`src/inc/ocd_map.vh`:
```
// constants for the octal dac serial command port
`ifndef OCD_MAP_VH
`define OCD_MAP_VH
`define OCD_SHIFT_W      32
`define OCD_CODE_W       16
`define OCD_NUM_CH       8
`define OCD_CMD_HI       23
`define OCD_CMD_LO       20
`define OCD_ADR_HI       19
`define OCD_ADR_LO       16
`define OCD_DAT_HI       15
`define OCD_DAT_LO       0
`define OCD_CMD_WRITE    4'h0
`define OCD_CMD_UPDATE   4'h1
`define OCD_CMD_WR_UPALL 4'h2
`define OCD_CMD_WR_UP    4'h3
`define OCD_CMD_PDOWN    4'h4
`define OCD_CMD_NOP      4'hf
`define OCD_ADR_ALL      4'hf
`define OCD_ADR_MAX      4'h7
`define OCD_SHIFT_RST    32'h0000_0000
`define OCD_CODE_RST     16'h0000
`define OCD_MASK_NONE    8'h00
`define OCD_MASK_ALL     8'hff
`define OCD_MASK_ONE     8'h01
`endif

```
`src/verilog/ocd_sync.v`:
```
// two flip-flop synchroniser for one pin level
`timescale 1ns/1ps
module ocd_sync (
  input  wire clk_sys_i,  // system clock
  input  wire rst_n_i,    // async reset, active low
  input  wire d_i,        // asynchronous level
  output reg  q_o         // synchronised level
);
  reg meta;
  // first stage is read only by the second
  always @(posedge clk_sys_i or negedge rst_n_i) begin
    if (!rst_n_i) begin
      meta <= 1'b0;
      q_o  <= 1'b0;
    end else begin
      meta <= d_i;
      q_o  <= meta;
    end
  end
endmodule

```
`src/verilog/ocd_edge.v`:
```
// edge detector on a synchronised level
`timescale 1ns/1ps
module ocd_edge (
  input  wire clk_sys_i,  // system clock
  input  wire rst_n_i,    // async reset, active low
  input  wire lvl_i,      // synchronised level
  input  wire init_i,     // level assumed before first sample
  output wire rise_o,     // one-cycle pulse on rising edge
  output wire fall_o      // one-cycle pulse on falling edge
);
  reg prev;
  reg seeded;
  // seeded flag lets init_i stand in for prev until the first sample after reset
  always @(posedge clk_sys_i or negedge rst_n_i) begin
    if (!rst_n_i) begin
      prev   <= 1'b0;
      seeded <= 1'b0;
    end else begin
      prev   <= lvl_i;
      seeded <= 1'b1;
    end
  end
  // before the first sample the idle level stands in, so reset gives no false edge
  assign rise_o = lvl_i & ~(seeded ? prev : init_i);
  assign fall_o = ~lvl_i & (seeded ? prev : init_i);
endmodule

```
`src/verilog/ocd_port.v`:
```
// serial command port of an octal dac: shift register, decoder, channel registers
`timescale 1ns/1ps
`include "ocd_map.vh"
module ocd_port (
  input  wire         clk_sys_i,         // 100 MHz system clock
  input  wire         resetn_i,          // power-on reset, async, active low
  input  wire         async_clear_n_i,   // clear pin, active low
  input  wire         load_select_n_i,   // chip select / load pin, active low
  input  wire         shift_clock_i,     // serial shift clock pin
  input  wire         serial_in_i,       // serial data pin
  output reg          serial_out_chain_o,// daisy-chain output, always driven
  output reg  [127:0] dac_code_o,        // active codes, channel a in low 16 bits
  output reg  [7:0]   power_down_o,      // per-channel power-down state
  output reg          exec_o             // pulse when a frame was executed
);
  wire       rst_n;
  wire       clr_s;
  wire       sel_n_s;
  wire       sel_s;
  wire       sck_s;
  wire       sdi_s;
  wire       sck_rise;
  wire       sck_fall;
  wire       sel_rise;
  reg [`OCD_SHIFT_W-1:0] shreg;
  reg [`OCD_CODE_W-1:0]  in_reg [0:`OCD_NUM_CH-1];
  reg [`OCD_CODE_W-1:0]  dac_reg [0:`OCD_NUM_CH-1];
  reg [7:0]  pd;
  wire [3:0] cmd;
  wire [3:0] adr;
  wire [`OCD_CODE_W-1:0] dat;
  wire [7:0] sel_mask;
  reg  [7:0] next_wr_mask;
  reg  [7:0] next_up_mask;
  reg  [7:0] next_pd_set;
  integer    i;
  integer    j;

  // channel decode: one channel, all, or none for reserved codes
  function [7:0] ch_mask;
    input [3:0] a;
    begin
      if (a == `OCD_ADR_ALL)
        ch_mask = `OCD_MASK_ALL;
      else if (a <= `OCD_ADR_MAX)
        ch_mask = `OCD_MASK_ONE << a[2:0];
      else
        ch_mask = `OCD_MASK_NONE;
    end
  endfunction

  // clear pin is treated like reset; both are async and zero the registers
  assign rst_n = resetn_i & async_clear_n_i;

  // pins pass two flops; the clear is also synchronised for its level view
  ocd_sync u_sync_clr (
    .clk_sys_i (clk_sys_i),
    .rst_n_i   (resetn_i),
    .d_i       (async_clear_n_i),
    .q_o       (clr_s)
  );
  // select is synced inverted so its reset value means deselected
  ocd_sync u_sync_sel (
    .clk_sys_i (clk_sys_i),
    .rst_n_i   (rst_n),
    .d_i       (~load_select_n_i),
    .q_o       (sel_s)
  );
  assign sel_n_s = ~sel_s;
  ocd_sync u_sync_sck (
    .clk_sys_i (clk_sys_i),
    .rst_n_i   (rst_n),
    .d_i       (shift_clock_i),
    .q_o       (sck_s)
  );
  ocd_sync u_sync_sdi (
    .clk_sys_i (clk_sys_i),
    .rst_n_i   (rst_n),
    .d_i       (serial_in_i),
    .q_o       (sdi_s)
  );

  // edges found on the system clock; sck must stay below a quarter of it
  ocd_edge u_edge_sck (
    .clk_sys_i (clk_sys_i),
    .rst_n_i   (rst_n),
    .lvl_i     (sck_s),
    .init_i    (1'b0),
    .rise_o    (sck_rise),
    .fall_o    (sck_fall)
  );
  ocd_edge u_edge_sel (
    .clk_sys_i (clk_sys_i),
    .rst_n_i   (rst_n),
    .lvl_i     (sel_n_s),
    .init_i    (1'b1),
    .rise_o    (sel_rise),
    .fall_o    ()
  );

  // fields come from the low 24 bits, so leading filler falls off the top
  assign cmd      = shreg[`OCD_CMD_HI:`OCD_CMD_LO];
  assign adr      = shreg[`OCD_ADR_HI:`OCD_ADR_LO];
  assign dat      = shreg[`OCD_DAT_HI:`OCD_DAT_LO];
  assign sel_mask = ch_mask(adr);

  // shift only while selected, one bit per rising edge, msb first
  always @(posedge clk_sys_i or negedge rst_n) begin
    if (!rst_n) begin
      shreg <= `OCD_SHIFT_RST;
    end else if (!sel_n_s && sck_rise) begin
      shreg <= {shreg[`OCD_SHIFT_W-2:0], sdi_s};
    end
  end

  // chain output follows the top bit on falling edges, selected or not
  always @(posedge clk_sys_i or negedge rst_n) begin
    if (!rst_n) begin
      serial_out_chain_o <= 1'b0;
    end else if (sck_fall) begin
      serial_out_chain_o <= shreg[`OCD_SHIFT_W-1];
    end
  end

  // command decode into write, update and power-down masks
  always @* begin
    next_wr_mask = `OCD_MASK_NONE;
    next_up_mask = `OCD_MASK_NONE;
    next_pd_set  = `OCD_MASK_NONE;
    case (cmd)
      `OCD_CMD_WRITE: begin
        next_wr_mask = sel_mask;
      end
      `OCD_CMD_UPDATE: begin
        next_up_mask = sel_mask;
      end
      `OCD_CMD_WR_UPALL: begin
        next_wr_mask = sel_mask;
        next_up_mask = `OCD_MASK_ALL;
      end
      `OCD_CMD_WR_UP: begin
        next_wr_mask = sel_mask;
        next_up_mask = sel_mask;
      end
      `OCD_CMD_PDOWN: begin
        next_pd_set  = sel_mask;
      end
      `OCD_CMD_NOP: begin
        next_wr_mask = `OCD_MASK_NONE;
      end
      default: begin
        next_wr_mask = `OCD_MASK_NONE; // reserved codes do nothing
      end
    endcase
  end

  // execute on select rising edge; write lands before update in the same step
  always @(posedge clk_sys_i or negedge rst_n) begin
    if (!rst_n) begin
      for (i = 0; i < `OCD_NUM_CH; i = i + 1) begin
        in_reg[i]  <= `OCD_CODE_RST;
        dac_reg[i] <= `OCD_CODE_RST;
      end
      pd <= `OCD_MASK_NONE;
    end else if (sel_rise) begin
      for (i = 0; i < `OCD_NUM_CH; i = i + 1) begin
        if (next_wr_mask[i])
          in_reg[i] <= dat;
        if (next_up_mask[i]) begin
          dac_reg[i] <= next_wr_mask[i] ? dat : in_reg[i];
          pd[i]      <= 1'b0;
        end else if (next_pd_set[i]) begin
          pd[i]      <= 1'b1;
        end
      end
    end
  end

  // outputs registered from the channel state, exec from the select rise and synced clear
  always @(posedge clk_sys_i or negedge rst_n) begin
    if (!rst_n) begin
      dac_code_o   <= {(`OCD_NUM_CH*`OCD_CODE_W){1'b0}};
      power_down_o <= `OCD_MASK_NONE;
      exec_o       <= 1'b0;
    end else begin
      for (j = 0; j < `OCD_NUM_CH; j = j + 1)
        dac_code_o[j*`OCD_CODE_W +: `OCD_CODE_W] <= dac_reg[j];
      power_down_o <= pd;
      exec_o       <= sel_rise & clr_s;
    end
  end
endmodule

```
`config.mk`:
```
export PLATFORM = sky130hd
export DESIGN_NAME = ocd_port
export DESIGN_NICKNAME = d
export VERILOG_FILES = /design/src/verilog/ocd_sync.v /design/src/verilog/ocd_edge.v /design/src/verilog/ocd_port.v
export VERILOG_INCLUDE_DIRS = /design/src /design/src/inc
export SDC_FILE = /design/constraint.sdc
export NUM_CORES = 1
export LEC_CHECK = 0
export BUFFER_PORTS_ARGS = -buffer_cell sky130_fd_sc_hd__buf_2
export CELL_PAD_IN_SITES_DETAIL_PLACEMENT = 1
export CELL_PAD_IN_SITES_GLOBAL_PLACEMENT = 2
export CORE_MARGIN = 5
export CORE_UTILIZATION = 47
export DETAILED_ROUTE_END_ITERATION = 8
export PLACE_DENSITY = 0.95
export SLEW_MARGIN = 0
export SYNTH_ARGS = -nofsm -noshare
export SYNTH_HDL_FRONTEND = slang
export SYNTH_SLANG_ARGS = --single-unit
```
`constraint.sdc`:
```
create_clock -name clk_sys_i -period 25.3 [get_ports clk_sys_i]
set_input_delay 2.53 -clock clk_sys_i [delete_from_list [all_inputs] [get_ports clk_sys_i]]
set_output_delay 2.53 -clock clk_sys_i [all_outputs]
set_load 0.05 [all_outputs]
```
; ---- Yosys cells after proc, flatten, opt, wreduce, memory -nomap -nowiden
; Cells that the tools add are included.
[classes]
n_lt_le_gt_ge = 1
eq_ne = 5
shifts = 1
mux = 31
bitwise_logic = 10
n_reduce_logical = 28
[ops]
columns = op, n
row1 = 16-bit two-way mux, 8
row2 = 8-bit two-way mux, 4
row3 = 2-bit AND reduction, 16
row4 = 1-bit two-way mux, 18
row5 = 8-bit case mux with 2 select lines, 1
row6 = 2-bit nonzero test, 8
row7 = 4-bit by 2-bit equality test with 1-bit output (second input constant), 2
row8 = 1-bit by 3-bit left shift with 8-bit output (first input constant), 1
row9 = 1-bit AND, 5
row10 = 1-bit NOT, 5
row11 = 4-bit by 1-bit equality test with 1-bit output (second input constant), 1
row12 = 4-bit by 3-bit equality test with 1-bit output (second input constant), 1
row13 = 4-bit equality test (second input constant), 1
row14 = 4-bit by 3-bit <= comparator with 1-bit output (second input constant), 1
row15 = 4-bit logical NOT, 1
row16 = 3-bit OR reduction, 1
row17 = 2-bit OR reduction, 1
row18 = 1-bit logical AND, 1
[totals]
ff_bits = 445
in_bits = 6
output_inout_bits = 138
wordCells = 116

; ---- Depth between registers and ports, before layout
[logic_depth]
word_depth = 6
depth_mapped = 8
depth_no_buf = 4

; ---- By module
; Synthesis repeated with hierarchy kept, for this count alone.
[unflattened]
cells_unflattened = 1106
hier_area_um2 = 16991.3
[by_module_without_submodules]
columns = mod, instances, cells_each, area_each_um2, seq_area_each_um2
row1 = ocd_port, 1, 1086, 16643.5, 10860.4
row2 = ocd_sync, 4, 2, 50.0, 50.0
row3 = ocd_edge, 2, 6, 73.8, 50.0

; ---- Worst setup path after synthesis
; OpenSTA, ideal clock, no wires.
[synth_timing]
path_type = register to output
from = reg serial_out_chain_o
to = out serial_out_chain_o
arrival_ns = 0.598
required_time_ns = 22.770
slack_ns = 22.172
path_stages_with_launch = 1
path_cell_list = dfrtp_1
[synth_rtl]
columns = element, line_no
row1 = from (decl), ocd_port.v:11  ; output reg serial_out_chain_o,
row2 = from (signal assigned), ocd_port.v:121  ; serial_out_chain_o <= shreg[`OCD_SHIFT_W-1];
; No word-level cell between the ends.

==> flow_summary.json <==
{
  "synthArstFlopShare": 1.00,
  "maxSlewHeadroom": 0.134,
  "total_leakage_power_nw": 10.1,
  "final_cell_area_um2": 19300,
  "yosysTopAreaCellShare": 0.658,
  "setup_viol": 0,
  "postCtsHoldBufs": 0,
  "synthTopCellsByArea": "dfrtp_1 66%, mux2_2 23%, a21oi_1 1.2%",
  "hp-class": "register to register",
  "nets": 1205,
  "status": "finished, final reports clean",
  "antennaDiodeCount": 0,
  "grt_pass1_vias": 10381,
  "die_area_um2": 39900,
  "cts_tree": "done",
  "clkSinkCount": 445,
  "cp_max_fo": 86,
  "place_area_um2": 17900,
  "cts.repair.resized": 0,
  "io_buffers": 143,
  "worstPathArrival_ps": 4510,
  "p_per_area_nw_per_um2": 77.3,
  "timing.final.crit_share": 0.159,
  "synth_top_area_cell": "dfrtp_1",
  "die-width_um": 200,
  "syn_avg_cell_area_um2": 15.6,
  "cpPeakStageDelay_ps": 950,
  "grt_max_degree": 204,
  "hold_violations": 0,
  "syn-instance-count": 1082,
  "worstSetupPathType": "input port to asynchronous set/reset pin",
  "wire_per_inst_um": 22.1,
  "clockBufferDepth": 3,
  "clock_latency_ps": 540,
  "antenna_found_initial": 0,
  "crit_start": "resetn_i",
  "min_from": "u_sync_sck.meta",
  "fin_crit_ps": 4020,
  "setup_slack_ps": 21280,
  "post_cts_buffers": 0,
  "vdd_ir_drop_max_uv": 57.6,
  "worst_pin_slew_ps": 1300,
  "required_ps": 25790,
  "rows": 69,
  "synth_edf_count": 0,
  "cap_violations": 0,
  "grt_usage": 0.191,
  "synth-seq-cells": 445,
  "rsz0062_at_grt": "false",
  "syn_nets": 1088,
  "area_delta_synth_final_pct": 14.2,
  "ys_types": 45,
  "holdWs_ps": 354,
  "gr-total-overflow": 0,
  "drive_above_1_share": 0.491,
  "dr_total_vias": 9093,
  "place_ws_ps": 20640,
  "max_freq_mhz": 249,
  "numCtsBuffers": 44,
  "cts_max_level": 2,
  "wirelength_um": 37400,
  "dp_hpwl_um": 23500,
  "coreArea_um2": 35600,
  "firstDrtPassIters": 4,
  "fp.dieH_um": 200,
  "yosysSeqAreaShare": 0.658,
  "drc": 0,
  "synth_flop_cell": "dfrtp_1",
  "root_buffer": "clkbuf_16",
  "cpMaxStageDelayCell": "buf_4",
  "gp_congestion": 0.769,
  "yosysWarnings": 0,
  "start_util": 0.476,
  "io_pins": 144,
  "vias_per_cell": 5.37,
  "crit_chain": "buf_2 > and2_4 > buf_4",
  "syn_area_um2": 16900,
  "ant_nets": 0,
  "synth_common_cells": "445 x dfrtp_1, 353 x mux2_2, 39 x a21oi_1, 29 x nor2_1, 28 x clkbuf_1",
  "path_clk_slew_ps": 60,
  "synth.most_common_cell": "dfrtp_1",
  "tns_ps": 0,
  "grt_pass1_wl_um": 60100,
  "endpoint_kind": "asynchronous set/reset pin",
  "r2r_start": "shreg[20]",
  "fin_skew_ps": 11.1,
  "drv_slew": 0,
  "cp-start-kind": "input port",
  "drt_iter0_drc": 411
}
==> final timing paths <==
path / endpoint / slack, ps / depth (start not counted)
max: dac_reg[95] / 21280 / 3
min: u_sync_sck.q_o / 350 / 0
max reg2reg: in_reg[85] / 22170 / 4
min reg2reg: u_sync_sck.q_o / 350 / 0
max in group clk_sys_i: dac_code_o[97] / 21580 / 1
min in group asynchronous: u_sync_clr.q_o / 1780 / 1
==> metal layers <==
layer / global-route usage / vias up / wire, µm
met2: 0.325 / 175 / 19000
met5: 0 / - / 0
met4: 0.0413 / 0 / 740
met3: 0.0250 / 51 / 1440
met1: 0.267 / 4853 / 16300
li1: - / 4014 / -
==> logic make-up after synthesis <==
logic type,share of synthesized area
compound gates,0.0336
xor+xnor,0.00244
buf+inv,0.0269
flops,0.658
mux,0.244
other cells,0.000222
simple gates,0.0341
==> critical path: cells and delay by family <==
kind,cells,cell delay [ps]
buffers and inverters,2,1070
and+or+nand+nor,1,780
==> layout make-up <==
type | instances | area [µm²]
tap | 461 | 577
clock inverter | 10 | 133
fill | 3394 | 16300
multi-input combinational | 553 | 5340
timing repair buffer | 153 | 803
clock buffer | 68 | 1320
sequential | 445 | 11100
inverter | 2 | 7.51
==> power breakdown <==
group	internal [mW]	switching, mW	leakage (nW)
clock	0.390	0.262	0.719
sequential	0.729	0.0606	6.11
combinational	0.0257	0.0249	3.29
==> metrics by stage <==
step                      cells  utilization  total power, mW
final                      1692        0.543             1.49
after global routing       1692        0.543             1.55
after CTS                  1692        0.543             1.51
after detailed placement   1614        0.502            0.854
after global placement     1614        0.502            0.848
after floorplan            1082            -            0.823
==> cells in the final DEF (no fill, tap or decap), types with 3 or more instances in the layout <==
| cell type | n |
|---|---|
| dfrtp_1 | 445 |
| mux2_2 | 353 |
| buf_2 | 143 |
| clkbuf_16 | 45 |
| a21oi_1 | 39 |
| nor2_1 | 29 |
| nand3_1 | 19 |
| o21ai_0 | 18 |
| a31oi_1 | 17 |
| mux2i_1 | 16 |
| clkbuf_1 | 12 |
| clkbuf_8 | 11 |
| nand2_1 | 10 |
| buf_4 | 9 |
| and2_1 | 6 |
| or2_2 | 5 |
| clkinv_2 | 5 |
| and3_1 | 4 |
| nor4b_2 | 3 |
| a21oi_2 | 3 |
| bufinv_16 | 3 |
Power figures use the tool's default switching activity.
